--- config.mk ---
export PLATFORM = sky130hd
export DESIGN_NAME = sgr_core
export DESIGN_NICKNAME = d
export VERILOG_FILES = /design/src/core/sgr_pkg.sv /design/src/core/sgr_core.sv /design/src/core/sgr_fifo.sv
export SDC_FILE = /design/constraint.sdc
export NUM_CORES = 2
export LEC_CHECK = 0
export ABC_AREA = 1
export ABC_CLOCK_PERIOD_IN_PS = 23400
export BUFFER_PORTS_ARGS = -buffer_cell sky130_fd_sc_hd__buf_2
export CAP_MARGIN = 20
export CORE_ASPECT_RATIO = 1.2
export CORE_MARGIN = 2
export CORE_UTILIZATION = 50
export DETAILED_ROUTE_END_ITERATION = 7
export GPL_ROUTABILITY_DRIVEN = 0
export PLACE_DENSITY = 0.7
export SLEW_MARGIN = 20
export SYNTH_ARGS = -nofsm -noshare
export SYNTH_HDL_FRONTEND = slang
export SYNTH_SLANG_ARGS = --single-unit
--- constraint.sdc ---
create_clock -name mclk_in -period 23.4 [get_ports mclk_in]
set_input_delay 2.34 -clock mclk_in [delete_from_list [all_inputs] [get_ports mclk_in]]
set_output_delay 2.34 -clock mclk_in [all_outputs]
set_load 0.1 [all_outputs]
--- src/core/sgr_pkg.sv ---
// constants for the graphics dram command core
package sgr_pkg;
    localparam int DW          = 32;
    localparam int AW          = 11;
    localparam int COLW        = 8;
    localparam int ROWW        = 10;
    localparam int BLK_COLS    = 8;
    localparam int BLK_LSB     = 3;
    localparam int MASKW       = 4;
    // address bit positions
    localparam int AP_BIT      = 9;
    localparam int BANK_BIT    = 10;
    localparam int SEL_COLOR   = 5;
    localparam int SEL_MASK    = 6;
    // timing, clock 20 MHz
    localparam int CLK_NS      = 50;
    localparam int T_RC_NS     = 80;
    localparam int T_RAS_NS    = 60;
    localparam int T_RP_NS     = 30;
    localparam int T_REF_MS    = 32;
    localparam int T_RC_CYC    = (T_RC_NS + CLK_NS - 1) / CLK_NS;
    localparam int T_RAS_CYC   = (T_RAS_NS + CLK_NS - 1) / CLK_NS;
    localparam int T_RP_CYC    = (T_RP_NS + CLK_NS - 1) / CLK_NS;
    localparam int SR_INT_NS   = 15600;
    localparam int SR_INT_CYC  = SR_INT_NS / CLK_NS;
    localparam int NUM_ROWS    = 2048;
    localparam int FIFO_DEPTH  = 8;
    localparam logic [DW-1:0] COLOR_RST = 32'h0000_0000;
    localparam logic [DW-1:0] MASK_RST  = 32'hFFFF_FFFF;

    typedef enum logic [3:0] {
        SGR_NOP   = 4'h0,
        SGR_ACT   = 4'h1,
        SGR_RD    = 4'h2,
        SGR_WR    = 4'h3,
        SGR_PRE   = 4'h4,
        SGR_PALL  = 4'h5,
        SGR_AREF  = 4'h6,
        SGR_SREF  = 4'h7,
        SGR_MODE  = 4'h8,
        SGR_SLOAD = 4'h9
    } sgr_cmd_t;

    typedef enum logic [1:0] {
        SGR_IDLE   = 2'b00,
        SGR_ACTIVE = 2'b01,
        SGR_PRECH  = 2'b10
    } sgr_bank_t;
endpackage

--- src/core/sgr_core.sv ---
// command decode, bank state, refresh and graphic write core
`timescale 1ns/10ps
module sgr_core
    import sgr_pkg::*;
#(
    parameter int SR_INTERVAL = SR_INT_CYC
)
(
    // clock and reset
    input  wire logic             mclk_in,
    input  wire logic             srst_in,
    // command pins
    input  wire logic             cke_in,
    input  wire logic             sel_n_in,
    input  wire logic             row_n_in,
    input  wire logic             col_n_in,
    input  wire logic             wr_n_in,
    input  wire logic             special_function_select_in,
    input  wire logic [AW-1:0]    addr_in,
    input  wire logic [MASKW-1:0] byte_mask_in,
    input  wire logic [DW-1:0]    dq_in,
    // array write port
    output logic                  wr_en_out,
    output logic                  wr_blk_out,
    output logic                  wr_bank_out,
    output logic [ROWW-1:0]       wr_row_out,
    output logic [COLW-1:0]       wr_col_out,
    output logic [DW-1:0]         wr_data_out,
    output logic [DW-1:0]         wr_bitsel_out,
    output logic [BLK_COLS*MASKW-1:0] wr_colsel_out,
    input  wire logic             wr_ready_in,
    // refresh port
    output logic                  ref_out,
    output logic [ROWW:0]         ref_row_out,
    // status
    output logic [1:0]            bank_active_out,
    output logic                  self_ref_out,
    output logic                  busy_out,
    output logic                  wq_stall_out,
    output logic [DW-1:0]         color_out,
    output logic [DW-1:0]         mask_out
);
    localparam int WQW = 1 + 1 + ROWW + COLW + DW + DW + BLK_COLS*MASKW;

    sgr_cmd_t          cmd;
    logic              clk_en_r;
    sgr_bank_t         bst_r [2];
    logic [ROWW-1:0]   row_r [2];
    logic [1:0]        wpb_r;
    logic [1:0]        ap_r;
    logic [7:0]        tcnt_r [2];
    logic [7:0]        busy_r;
    logic              sref_r;
    logic [15:0]       sr_tmr_r;
    logic [ROWW:0]     ref_row_r;
    logic              ref_r;
    logic [DW-1:0]     color_r;
    logic [DW-1:0]     mask_r;
    logic [DW-1:0]     bitsel;
    logic [BLK_COLS*MASKW-1:0] colsel;
    logic              bk;
    logic              wq_valid;
    logic              wq_ready;
    logic [WQW-1:0]    wq_data;
    logic              oq_valid;
    logic [WQW-1:0]    oq_data;
    logic              wr_en_r;
    logic [WQW-1:0]    wr_pack_r;
    logic              idle_all;

    assign bk       = addr_in[BANK_BIT];
    assign idle_all = (bst_r[0] == SGR_IDLE) && (bst_r[1] == SGR_IDLE);

    // command decode, gated by the delayed clock gate
    always_comb
    begin
        cmd = SGR_NOP;
        if (clk_en_r && !sref_r && !sel_n_in && busy_r == '0)
        begin
            unique case ({row_n_in, col_n_in, wr_n_in})
                3'b011: cmd = SGR_ACT;
                3'b101: cmd = SGR_RD;
                3'b100: cmd = SGR_WR;
                3'b010: cmd = addr_in[AP_BIT] ? SGR_PALL : SGR_PRE;
                3'b001: cmd = cke_in ? SGR_AREF : SGR_SREF;
                3'b000: cmd = special_function_select_in ? SGR_SLOAD
                                                         : SGR_MODE;
                default: cmd = SGR_NOP;
            endcase
        end
    end

    // internal clock suspend follows the gate one clock later
    always_ff @(posedge mclk_in)
    begin
        if (srst_in)
        begin
            clk_en_r <= 1'b1;
        end
        else
        begin
            clk_en_r <= cke_in;
        end
    end

    // bank state per bank
    genvar g;
    generate
        for (g = 0; g < 2; g++)
        begin : g_bank
            always_ff @(posedge mclk_in)
            begin
                if (srst_in)
                begin
                    bst_r[g]  <= SGR_IDLE;
                    row_r[g]  <= '0;
                    wpb_r[g]  <= 1'b0;
                    ap_r[g]   <= 1'b0;
                    tcnt_r[g] <= '0;
                end
                else
                begin
                    if (tcnt_r[g] != '0)
                        tcnt_r[g] <= tcnt_r[g] - 1'b1;
                    unique case (bst_r[g])
                        SGR_IDLE:
                            if (cmd == SGR_ACT && bk == 1'(g))
                            begin
                                bst_r[g]  <= SGR_ACTIVE;
                                row_r[g]  <= addr_in[ROWW-1:0];
                                wpb_r[g]  <= special_function_select_in;
                                tcnt_r[g] <= 8'(T_RAS_CYC);
                            end
                        SGR_ACTIVE:
                            if (ap_r[g] && tcnt_r[g] <= 8'd1)
                            begin
                                bst_r[g]  <= SGR_PRECH;
                                ap_r[g]   <= 1'b0;
                                tcnt_r[g] <= 8'(T_RP_CYC);
                            end
                            else if ((cmd == SGR_RD || cmd == SGR_WR)
                                     && bk == 1'(g) && addr_in[AP_BIT])
                                ap_r[g] <= 1'b1;
                            else if ((cmd == SGR_PRE && bk == 1'(g))
                                     || cmd == SGR_PALL)
                            begin
                                bst_r[g]  <= SGR_PRECH;
                                tcnt_r[g] <= 8'(T_RP_CYC);
                            end
                        SGR_PRECH:
                            if (tcnt_r[g] <= 8'd1)
                            begin
                                bst_r[g] <= SGR_IDLE;
                                wpb_r[g] <= 1'b0;
                            end
                        default: bst_r[g] <= SGR_IDLE;
                    endcase
                end
            end
        end
    endgenerate

    // refresh cycle lockout, self refresh and row counter
    always_ff @(posedge mclk_in)
    begin
        if (srst_in)
        begin
            busy_r    <= '0;
            sref_r    <= 1'b0;
            sr_tmr_r  <= '0;
            ref_row_r <= '0;
            ref_r     <= 1'b0;
        end
        else
        begin
            ref_r <= 1'b0;
            if (busy_r != '0)
                busy_r <= busy_r - 1'b1;
            if (cmd == SGR_AREF && clk_en_r && idle_all)
            begin
                ref_r     <= 1'b1;
                ref_row_r <= ref_row_r + 1'b1;
                busy_r    <= 8'(T_RC_CYC - 1);
            end
            else if (cmd == SGR_SREF && idle_all)
            begin
                sref_r   <= 1'b1;
                sr_tmr_r <= '0;
            end
            else if (sref_r)
            begin
                // only the gate is watched while refreshing alone
                if (cke_in)
                begin
                    sref_r <= 1'b0;
                    busy_r <= 8'(T_RC_CYC);
                end
                else if (sr_tmr_r == 16'(SR_INTERVAL - 1))
                begin
                    sr_tmr_r  <= '0;
                    ref_r     <= 1'b1;
                    ref_row_r <= ref_row_r + 1'b1;
                end
                else
                    sr_tmr_r <= sr_tmr_r + 1'b1;
            end
        end
    end

    // special register loads from the data pins
    always_ff @(posedge mclk_in)
    begin
        if (srst_in)
        begin
            color_r <= COLOR_RST;
            mask_r  <= MASK_RST;
        end
        else if (cmd == SGR_SLOAD)
        begin
            if (addr_in[SEL_COLOR])
                color_r <= dq_in;
            if (addr_in[SEL_MASK])
                mask_r <= dq_in;
        end
    end

    // write data, bit selects and block column selects
    generate
        for (g = 0; g < DW; g++)
        begin : g_bit
            // byte masks and per-bit mask
            assign bitsel[g] = !byte_mask_in[g/8]
                               && (!wpb_r[bk] || mask_r[g]);
        end
        for (g = 0; g < BLK_COLS*MASKW; g++)
        begin : g_col
            // lane g/8 column g%8 chosen by pin g
            assign colsel[g] = dq_in[g] && !byte_mask_in[g/8];
        end
    endgenerate

    assign wq_valid = cmd == SGR_WR && bst_r[bk] == SGR_ACTIVE;
    assign wq_data  = {special_function_select_in, bk, row_r[bk],
                       special_function_select_in
                           ? {addr_in[COLW-1:BLK_LSB], 3'h0}
                           : addr_in[COLW-1:0],
                       special_function_select_in ? color_r : dq_in,
                       bitsel, colsel};

    sgr_fifo #(
        .WIDTH (WQW),
        .DEPTH (FIFO_DEPTH)
    ) u_wq (
        .mclk_in       (mclk_in),
        .srst_in       (srst_in),
        .in_valid_in   (wq_valid),
        .in_ready_out  (wq_ready),
        .in_data_in    (wq_data),
        .out_valid_out (oq_valid),
        .out_ready_in  (!wr_en_r || wr_ready_in),
        .out_data_out  (oq_data)
    );

    // one array access per entry, block writes never burst
    always_ff @(posedge mclk_in)
    begin
        if (srst_in)
        begin
            wr_en_r   <= 1'b0;
            wr_pack_r <= '0;
        end
        else if (!wr_en_r || wr_ready_in)
        begin
            wr_en_r   <= oq_valid;
            wr_pack_r <= oq_data;
        end
    end

    // status outputs
    always_ff @(posedge mclk_in)
    begin
        if (srst_in)
        begin
            bank_active_out <= '0;
            self_ref_out    <= 1'b0;
            busy_out        <= 1'b0;
            wq_stall_out    <= 1'b0;
            color_out       <= COLOR_RST;
            mask_out        <= MASK_RST;
        end
        else
        begin
            bank_active_out <= {bst_r[1] == SGR_ACTIVE,
                                bst_r[0] == SGR_ACTIVE};
            self_ref_out    <= sref_r;
            busy_out        <= busy_r != '0;
            // ready is not a pin, so a full queue is reported
            wq_stall_out    <= !wq_ready;
            color_out       <= color_r;
            mask_out        <= mask_r;
        end
    end

    assign wr_en_out     = wr_en_r;
    assign {wr_blk_out, wr_bank_out, wr_row_out, wr_col_out,
            wr_data_out, wr_bitsel_out, wr_colsel_out} = wr_pack_r;
    assign ref_out       = ref_r;
    assign ref_row_out   = ref_row_r;

    ref_lock_a: assert property (@(posedge mclk_in)
        disable iff (srst_in) ref_r && !sref_r |-> busy_r != '0)
        else $error("refresh lockout missing");
    wpb_hold_a: assert property (@(posedge mclk_in)
        disable iff (srst_in) bst_r[0] == SGR_ACTIVE
        && $past(bst_r[0]) == SGR_ACTIVE |-> $stable(wpb_r[0]))
        else $error("per-bit flag changed while open");
    wpb_set_a: assert property (@(posedge mclk_in)
        disable iff (srst_in) cmd == SGR_ACT && !bk && bst_r[0] == SGR_IDLE
        |=> wpb_r[0] == $past(special_function_select_in))
        else $error("per-bit flag not taken at activate");
    color_ld_a: assert property (@(posedge mclk_in)
        disable iff (srst_in) cmd == SGR_SLOAD && addr_in[SEL_COLOR]
        |=> color_r == $past(dq_in))
        else $error("color not loaded");
    pall_idle_a: assert property (@(posedge mclk_in)
        disable iff (srst_in) cmd == SGR_PALL |-> ##[1:8] idle_all)
        else $error("precharge all left a bank open");
    sref_hold_a: assert property (@(posedge mclk_in)
        disable iff (srst_in) sref_r && !cke_in |=> sref_r)
        else $error("self refresh left with gate low");
    cke_lat_a: assert property (@(posedge mclk_in)
        disable iff (srst_in) !cke_in |=> cmd == SGR_NOP)
        else $error("command taken while suspended");
    blk_align_a: assert property (@(posedge mclk_in)
        disable iff (srst_in)
        wr_en_r && wr_blk_out |-> wr_col_out[BLK_LSB-1:0] == 3'h0)
        else $error("block write not aligned");
    ap_close_a: assert property (@(posedge mclk_in)
        disable iff (srst_in) ap_r[0] && bst_r[0] == SGR_ACTIVE
        |-> ##[1:12] bst_r[0] != SGR_ACTIVE)
        else $error("auto precharge did not close bank");
endmodule

--- src/core/sgr_fifo.sv ---
// small valid/ready fifo for write transactions
`timescale 1ns/10ps
module sgr_fifo
    import sgr_pkg::*;
#(
    parameter int WIDTH = 32,
    parameter int DEPTH = 8
)
(
    // clock and reset
    input  wire logic             mclk_in,
    input  wire logic             srst_in,
    // fill side
    input  wire logic             in_valid_in,
    output logic                  in_ready_out,
    input  wire logic [WIDTH-1:0] in_data_in,
    // drain side
    output logic                  out_valid_out,
    input  wire logic             out_ready_in,
    output logic [WIDTH-1:0]      out_data_out
);
    localparam int PW = $clog2(DEPTH);
    logic [WIDTH-1:0] mem_r [DEPTH];
    logic [PW-1:0]    wp_r;
    logic [PW-1:0]    rp_r;
    logic [PW:0]      cnt_r;
    logic             push;
    logic             pop;

    assign in_ready_out  = (cnt_r != (PW+1)'(DEPTH));
    assign out_valid_out = (cnt_r != '0);
    assign out_data_out  = mem_r[rp_r];
    assign push = in_valid_in && in_ready_out;
    assign pop  = out_valid_out && out_ready_in;

    always_ff @(posedge mclk_in)
    begin
        if (push)
            mem_r[wp_r] <= in_data_in;
    end

    always_ff @(posedge mclk_in)
    begin
        if (srst_in)
        begin
            wp_r  <= '0;
            rp_r  <= '0;
            cnt_r <= '0;
        end
        else
        begin
            if (push)
                wp_r <= (wp_r == PW'(DEPTH-1)) ? '0 : wp_r + 1'b1;
            if (pop)
                rp_r <= (rp_r == PW'(DEPTH-1)) ? '0 : rp_r + 1'b1;
            cnt_r <= cnt_r + (PW+1)'(push) - (PW+1)'(pop);
        end
    end

    // occupancy never passes depth
    fifo_bound_a: assert property (@(posedge mclk_in) disable iff (srst_in)
        cnt_r <= (PW+1)'(DEPTH))
        else $error("fifo overfilled");
endmodule

**Word level (Yosys, flattened, before mapping)**

Memory sizes are Yosys's and may differ from the RTL's. A register that Yosys moved wholly into a read port is not among the register bits.
Cells that the tools add are included.

- Word-level logic and storage cells: 360
- Bits of input ports: 56
- Output and inout port bits: 198
- Memory bits (writable): 968
- Flip-flop bits (word level): 186
- Memories: 4

- Bitwise logic cells: 22
- Order comparisons: 3
- Equal/unequal tests: 29
- Reduce and logical (&&, ||, !) cells: 155
- Muxes and demuxes: 115
- $add $sub $neg: 9

Memory list:

| memory | words | bits a word | read ports | clocked after Yosys merged registers in | wr ports | RTL line | source |
|---|---|---|---|---|---|---|---|
| u_wq.mem_r | 8 | 116 | 1 | 1 | 1 | sgr_fifo.sv:23 | `logic [WIDTH-1:0] mem_r [DEPTH];` |
| row_r | 2 | 10 | 1 | 0 | 2 | sgr_core.sv:48 | `logic [ROWW-1:0] row_r [2];` |
| tcnt_r | 2 | 8 | 2 | 0 | 2 | sgr_core.sv:51 | `logic [7:0] tcnt_r [2];` |
| bst_r | 2 | 2 | 3 | 0 | 2 | sgr_core.sv:47 | `sgr_bank_t bst_r [2];` |

Operator list:

| kind | number |
|---|---|
| 8-bit two-way mux | 12 |
| 1-bit logical AND | 84 |
| 1-bit two-way mux | 74 |
| 16-bit two-way mux | 4 |
| 11-bit two-way mux | 5 |
| 1-bit logical OR | 36 |
| 32-bit two-way mux | 1 |
| 4-bit case mux with 6 select lines | 1 |
| 8-bit nonzero test | 3 |
| 8-bit by 1-bit subtractor with 8-bit output (second input constant) | 3 |
| 10-bit two-way mux | 2 |
| 2-bit two-way mux | 10 |
| 1-bit OR | 20 |
| 16-bit by 1-bit adder with 16-bit output (second input constant) | 1 |
| 16-bit by 9-bit equality test with 1-bit output (second input constant) | 1 |
| 4-bit by 3-bit equality test with 1-bit output (second input constant) | 4 |
| 8-bit by 1-bit <= comparator with 1-bit output (second input constant) | 2 |
| 2-bit nonzero test | 7 |
| 3-bit equality test (second input constant) | 4 |
| 11-bit by 1-bit adder with 11-bit output (second input constant) | 1 |
| 1-bit logical NOT | 9 |
| 3-bit two-way mux | 3 |
| 3-bit AND reduction | 3 |
| 4-bit by 2-bit equality test with 1-bit output (second input constant) | 2 |
| 24 further kinds | 41 |

**Longest topological paths before layout**

- Word-level depth: 17
- Mapped depth: 14

**Hierarchy**

From an unflattened synthesis, not the netlist that was laid out.

- Cells, all modules: 5829
- Area, all modules: 54632.4 µm²

Modules (own cells, without submodules):

| module | instances | area each (µm²) | cells each |
|---|---|---|---|
| sgr_fifo | 1 | 41158.2 | 4104 |
| sgr_core | 1 | 13474.2 | 1725 |

**Least setup slack after synthesis**

No wires, ideal clock.

- Kind: input to register
- Start point: input port col_n_in
- End point: memory u_wq.mem_r[3][0] in the netlist's numbering, enable pin
- Stages: 9
- Setup time: 734 ps
- Buffers on the path: 1
- Data arrival time: 11182 ps
- Setup slack: 11485 ps
- Cells stage by stage: buf_2 -> inv_1 -> nand3_1 -> nand2_1 -> nor2_1 -> o21ai_1 -> nor2_2 -> nand2_1 -> nor3_1

- Cells in the longest elaborated chain, start to end: 8
- Elaborated cells on any way between the ends: 13
- Classes of those cells: eq/ne: 6; mux: 4; reduce/logical: 3

RTL lines:

| item | RTL line | source |
|---|---|---|
| start, declared | sgr_core.sv:16 | `input wire logic col_n_in,` |
| 3-bit by 1-bit equality test with 1-bit output, or another cell as far along | sgr_core.sv:80 | `unique case ({row_n_in, col_n_in, wr_n_in})` |
| 4-bit case mux with 6 select lines * | sgr_core.sv:80 |  |
| 4-bit two-way mux * | sgr_core.sv:78 | `if (clk_en_r && !sref_r && !sel_n_in && busy_r == '0)` |
| 4-bit by 2-bit equality test with 1-bit output * | sgr_core.sv:242 | `assign wq_valid = cmd == SGR_WR && bst_r[bk] == SGR_ACTIVE;` |
| 1-bit logical AND * | sgr_core.sv:242 |  |
| 1-bit logical AND * | sgr_fifo.sv:33 | `assign push = in_valid_in && in_ready_out;` |
| via u_wq.push | sgr_fifo.sv:27 | `logic push;` |
| 1-bit two-way mux * | sgr_fifo.sv:38 | `if (push)` |
| 1-bit two-way mux (not written as such) * | sgr_fifo.sv:39 | `mem_r[wp_r] <= in_data_in;` |
| end, declared | sgr_fifo.sv:23 |  |

The timed path passes the listed nets; every way through them passes the cells marked *.

**Final worst setup path**

- Start point: input port special_function_select_in
- End point: memory u_wq.mem_r[1][40] in the netlist's numbering, enable pin

- Cells in the longest elaborated chain, start to end: 8

RTL lines:

| item | RTL line | source |
|---|---|---|
| start, declared | sgr_core.sv:18 | `input wire logic special_function_select_in,` |
| 1-bit two-way mux | sgr_core.sv:86 | `3'b000: cmd = special_function_select_in ? SGR_SLOAD` |
| 4-bit case mux with 6 select lines | sgr_core.sv:80 |  |
| 4-bit two-way mux | sgr_core.sv:78 |  |
| 4-bit by 2-bit equality test with 1-bit output | sgr_core.sv:242 |  |
| 1-bit logical AND | sgr_core.sv:242 |  |
| 1-bit logical AND | sgr_fifo.sv:33 |  |
| via u_wq.push | sgr_fifo.sv:27 |  |
| 1-bit two-way mux | sgr_fifo.sv:38 |  |
| 1-bit two-way mux (not written as such) | sgr_fifo.sv:39 |  |

The timed path passes the listed nets, and every way through them passes these cells.

==> results.py <==
metrics = {
    "outcome": {
        "run_status": "completed",
    },
    "finish": {
        "fill_cells": 7961,
        "multi_input_combinational_cell_area_sq_um": 12000,
        "antenna-diode-count": 0,
        "drive_gt1_frac": 0.116,
        "final_core_area_utilization": 0.565,
        "register_area_sq_um": 35100,
        "postLayoutCellArea_sq_um": 55400,
        "areaGrowthSynthToFinish_pct": 12.3,
        "nNetsFinal": 4514,
    },
    "logic_synthesis": {
        "synthesis.nets": 4380,
        "synth_top_area_cell": "sky130_fd_sc_hd__edfxtp_1",
        "number_of_synthesized_register_bits": 1270,
        "synth_sequential_area_ratio": 0.712,
        "yosys-top-cells-area": "sky130_fd_sc_hd__edfxtp_1, sky130_fd_sc_hd__dfxtp_1, sky130_fd_sc_hd__o21ai_0",
        "synth_cell_types": 43,
        "netlist_instances": 4305,
        "yosys.area.top_type_share": 0.589,
        "synthesis.yosys.warnings": 0,
        "syn_area_per_cell_sq_um": 11.5,
        "mappedNetlistArea_sq_um": 49300,
    },
    "floorplan": {
        "total_die_area_sq_um": 101000,
        "die_w_um": 291,
        "coreArea_sq_um": 98100,
        "io_pins": 254,
        "initial_core_util": 0.503,
        "die-height_um": 348,
        "placementRows": 126,
    },
    "global_route": {
        "antenna_found_initial": 4,
        "grt_start_max_net_pins": 170,
        "grt_pass1_wl_um": 188000,
        "gr-total-overflow": 0,
        "track_usage": 0.242,
        "grt_pass1_vias": 31800,
    },
    "drt": {
        "firstDrtPassIters": 6,
        "drt-initial-drc-count": 3451,
        "top_signal_layer_used": "met5",
        "routed_wire_length_per_instance_um": 21.5,
        "dr_total_vias": 33300,
        "dr_wl_met2_um": 61100,
        "drc": 0,
        "wl_um": 125000,
        "via_per_inst": 5.73,
        "postRouteAntennaNets": 0,
        "detail_route.wirelength.met1_um": 49600,
        "wl_met3_um": 9810,
    },
    "placement": {
        "detailedPlacementHpwl_um": 70000,
        "postPlaceCellArea_sq_um": 51500,
        "numPortBuffers": 253,
    },
    "worst_hold_path": {
        "hold_path.class": "flip-flop to flip-flop",
    },
    "timing": {
        "final.setup.tns_ns": 0,
        "final_hold_viol_count": 0,
        "hold-worst-slack_ns": 0.446,
        "worst-slew-pin-transition_ns": 1.14,
        "grt_setup_unrepaired": "false",
        "timing.clock.skew_ns": 0.0562,
        "slew_headroom": 0.239,
        "period_share": 0.247,
        "fmaxAchievable_mhz": 173,
        "drv_slew": 0,
        "finalWorstPathRequiredPeriod_ns": 5.78,
        "setup_violations": 0,
    },
    "worst_setup_path": {
        "critical_path.startpoint_type": "input port",
        "crit_required_ns": 23.71,
        "crit_path_max_cell_delay_ns": 0.88,
        "timing.critical_path.buf_inv": 5,
        "timing.critical_path.max_delay_family": "buffers and inverters",
        "path_class": "input port to flip-flop",
        "critPathMaxFanout": 77,
        "setup.worst_path.end_class": "flip-flop",
        "signal_arrival_time_at_the_worst_endpoint_ns": 6.09,
        "crit_path_cell_trace": "buf_2, buf_4, nand3_1, nand2_1, inv_2, nand2_4, nand3_4, nor2_2, nand2_1, nor3_2, buf_4, buf_4",
        "crit_path_frequent_cell": "sky130_fd_sc_hd__buf_4",
        "crit_path_top_delay_cell": "sky130_fd_sc_hd__buf_4",
    },
    "pwr": {
        "max-vdd-ir-drop_v": 0.000129,
        "power_density_nw_per_um2": 120,
        "leakage_power_figure_nw": 20.9,
        "finalPower_w": 0.00664,
    },
    "cts": {
        "cts_inserted_buffers": 116,
        "cts.clk_slew.worst_paths_ns": 0.07,
        "clk_root_buffer_cell": "sky130_fd_sc_hd__clkbuf_16",
        "cts.sink_count": 1270,
        "post-cts-setup-buffers": 0,
        "ctsHoldBuffers": 0,
        "cts.repair.resized": 0,
        "htreeDepth": 3,
        "cts_tree": "yes",
        "insertion_delay_ns": 0.71,
        "cts_max_path_buffers": 3,
    },
    "job": {
        "drv_cap": 0,
    },
}
-- Yosys cell counts, drive strengths merged --
master  instances
o22ai         232
fa              1
nand3b          1
nor4            5
xnor2           8
nand4          15
or3             1
ha             18
nor2          658
o21ai         553
nand2         477
o211ai        148
a21oi         106
inv           318
dfxtp         302
and3            1
xor2           12
clkbuf        189
buf            85
or2             5
a211oi          3
nor3           26
nor3b           2
edfxtp        968
a31oi           2
nand3         169
-- path summary, 6_finish.rpt --
| path | slack (ns) | to | startpoint | cells after the start |
|---|---|---|---|---|
| setup / recovery | 17.62 | u_wq.mem_r[1][40] | special_function_select_in | 12 |
| hold / removal | 0.45 | color_out[20] | color_r[20] | 2 |
| setup reg to reg | 19.35 | u_wq.mem_r[1][40] | busy_r[0] | 12 |
| hold reg to reg | 0.45 | color_out[20] | color_r[20] | 2 |
-- sequential cells by signal (all words and copies together) (netlist names), 4 cells and up --
| name | flops |
|---|---|
| u_wq.mem_r | 928 |
| u_wq.cnt_r | 4 |
| color_r | 32 |
| mask_out | 32 |
| ref_row_out | 11 |
| busy_r | 8 |
| row_r | 20 |
| bst_r | 4 |
| sr_tmr_r | 16 |
| tcnt_r | 16 |
| mask_r | 32 |
| color_out | 32 |
| wr_pack_r | 116 |
-- metrics by stage --
| stage | std cells | worst slack, ns |
|---|---|---|
| finish | 5821 | 17.62 |
| global route | 5821 | 17.40 |
| CTS | 5821 | 17.72 |
| detailed placement | 5601 | 16.97 |
| global placement | 5601 | 17.03 |
| floorplan | 4305 | 11.48 |
-- cells by family (layout without fill, tap and decap cells) --
kind of cell | after synthesis | after routing | share of synthesized area
AND/OR/NAND/NOR | 1360 | 1360 | 0.113
flip-flops | 1270 | 1270 | 0.712
AO/OA/AOI/OAI | 1044 | 1044 | 0.120
buffers and inverters | 592 | 828 | 0.0469
XOR/XNOR | 20 | 20 | 0.00355
adder cells (fa/ha/maj) | 19 | 19 | 0.00497
-- cell usage in the layout (no fill, tap or decap), types with 26 or more instances in the layout --
master	Yosys	routed
sky130_fd_sc_hd__o21ai_0	533	533
sky130_fd_sc_hd__inv_1	308	306
sky130_fd_sc_hd__buf_2	39	253
sky130_fd_sc_hd__clkbuf_1	189	26
sky130_fd_sc_hd__a21oi_1	104	104
sky130_fd_sc_hd__dfxtp_1	302	299
sky130_fd_sc_hd__o22ai_1	232	232
sky130_fd_sc_hd__nor2_1	648	648
sky130_fd_sc_hd__buf_4	1	33
sky130_fd_sc_hd__nand3_1	163	163
sky130_fd_sc_hd__clkbuf_16	0	118
sky130_fd_sc_hd__nand2_1	468	468
sky130_fd_sc_hd__edfxtp_1	968	968
sky130_fd_sc_hd__o211ai_1	148	148
-- per-layer routing --
layer / vias up / GRT usage
met1: 16300 / 0.314
li1: 15500 / -
met5: - / 0
met2: 1377 / 0.409
met4: 4 / 0.0958
met3: 223 / 0.0384
-- worst reg2reg max path: stages (launching register included) --
cell	delay, ns
sky130_fd_sc_hd__dfxtp_1	0.31
sky130_fd_sc_hd__inv_1	0.10
sky130_fd_sc_hd__ha_1	0.20
sky130_fd_sc_hd__nand2_1	0.15
sky130_fd_sc_hd__inv_2	0.09
sky130_fd_sc_hd__nand2_2	0.09
sky130_fd_sc_hd__nor2_4	0.18
sky130_fd_sc_hd__nand3_4	0.13
sky130_fd_sc_hd__nor2_2	0.26
sky130_fd_sc_hd__nand2_1	0.24
sky130_fd_sc_hd__nor3_2	0.16
sky130_fd_sc_hd__buf_4	0.82
sky130_fd_sc_hd__buf_4	0.90
-- power breakdown --
group / total (W) / switching [W] / internal (W)
registers: 0.00269 / 0.000141 / 0.00254
clock network: 0.00193 / 0.000824 / 0.00110
logic: 0.00203 / 0.00158 / 0.000451
total: 0.00664 / 0.00254 / 0.00410
-- final cells by class --
cell class                      instances  share of cell area
Clock buffer                          168              0.0608
Multi-Input combinational cell       2443               0.216
Clock inverter                         52              0.0102
Sequential cell                      1270               0.634
Timing Repair Buffer                  290              0.0286
Inverter                              318              0.0221
Tap cell                             1280              0.0289
(Power assumes the default switching activity.)
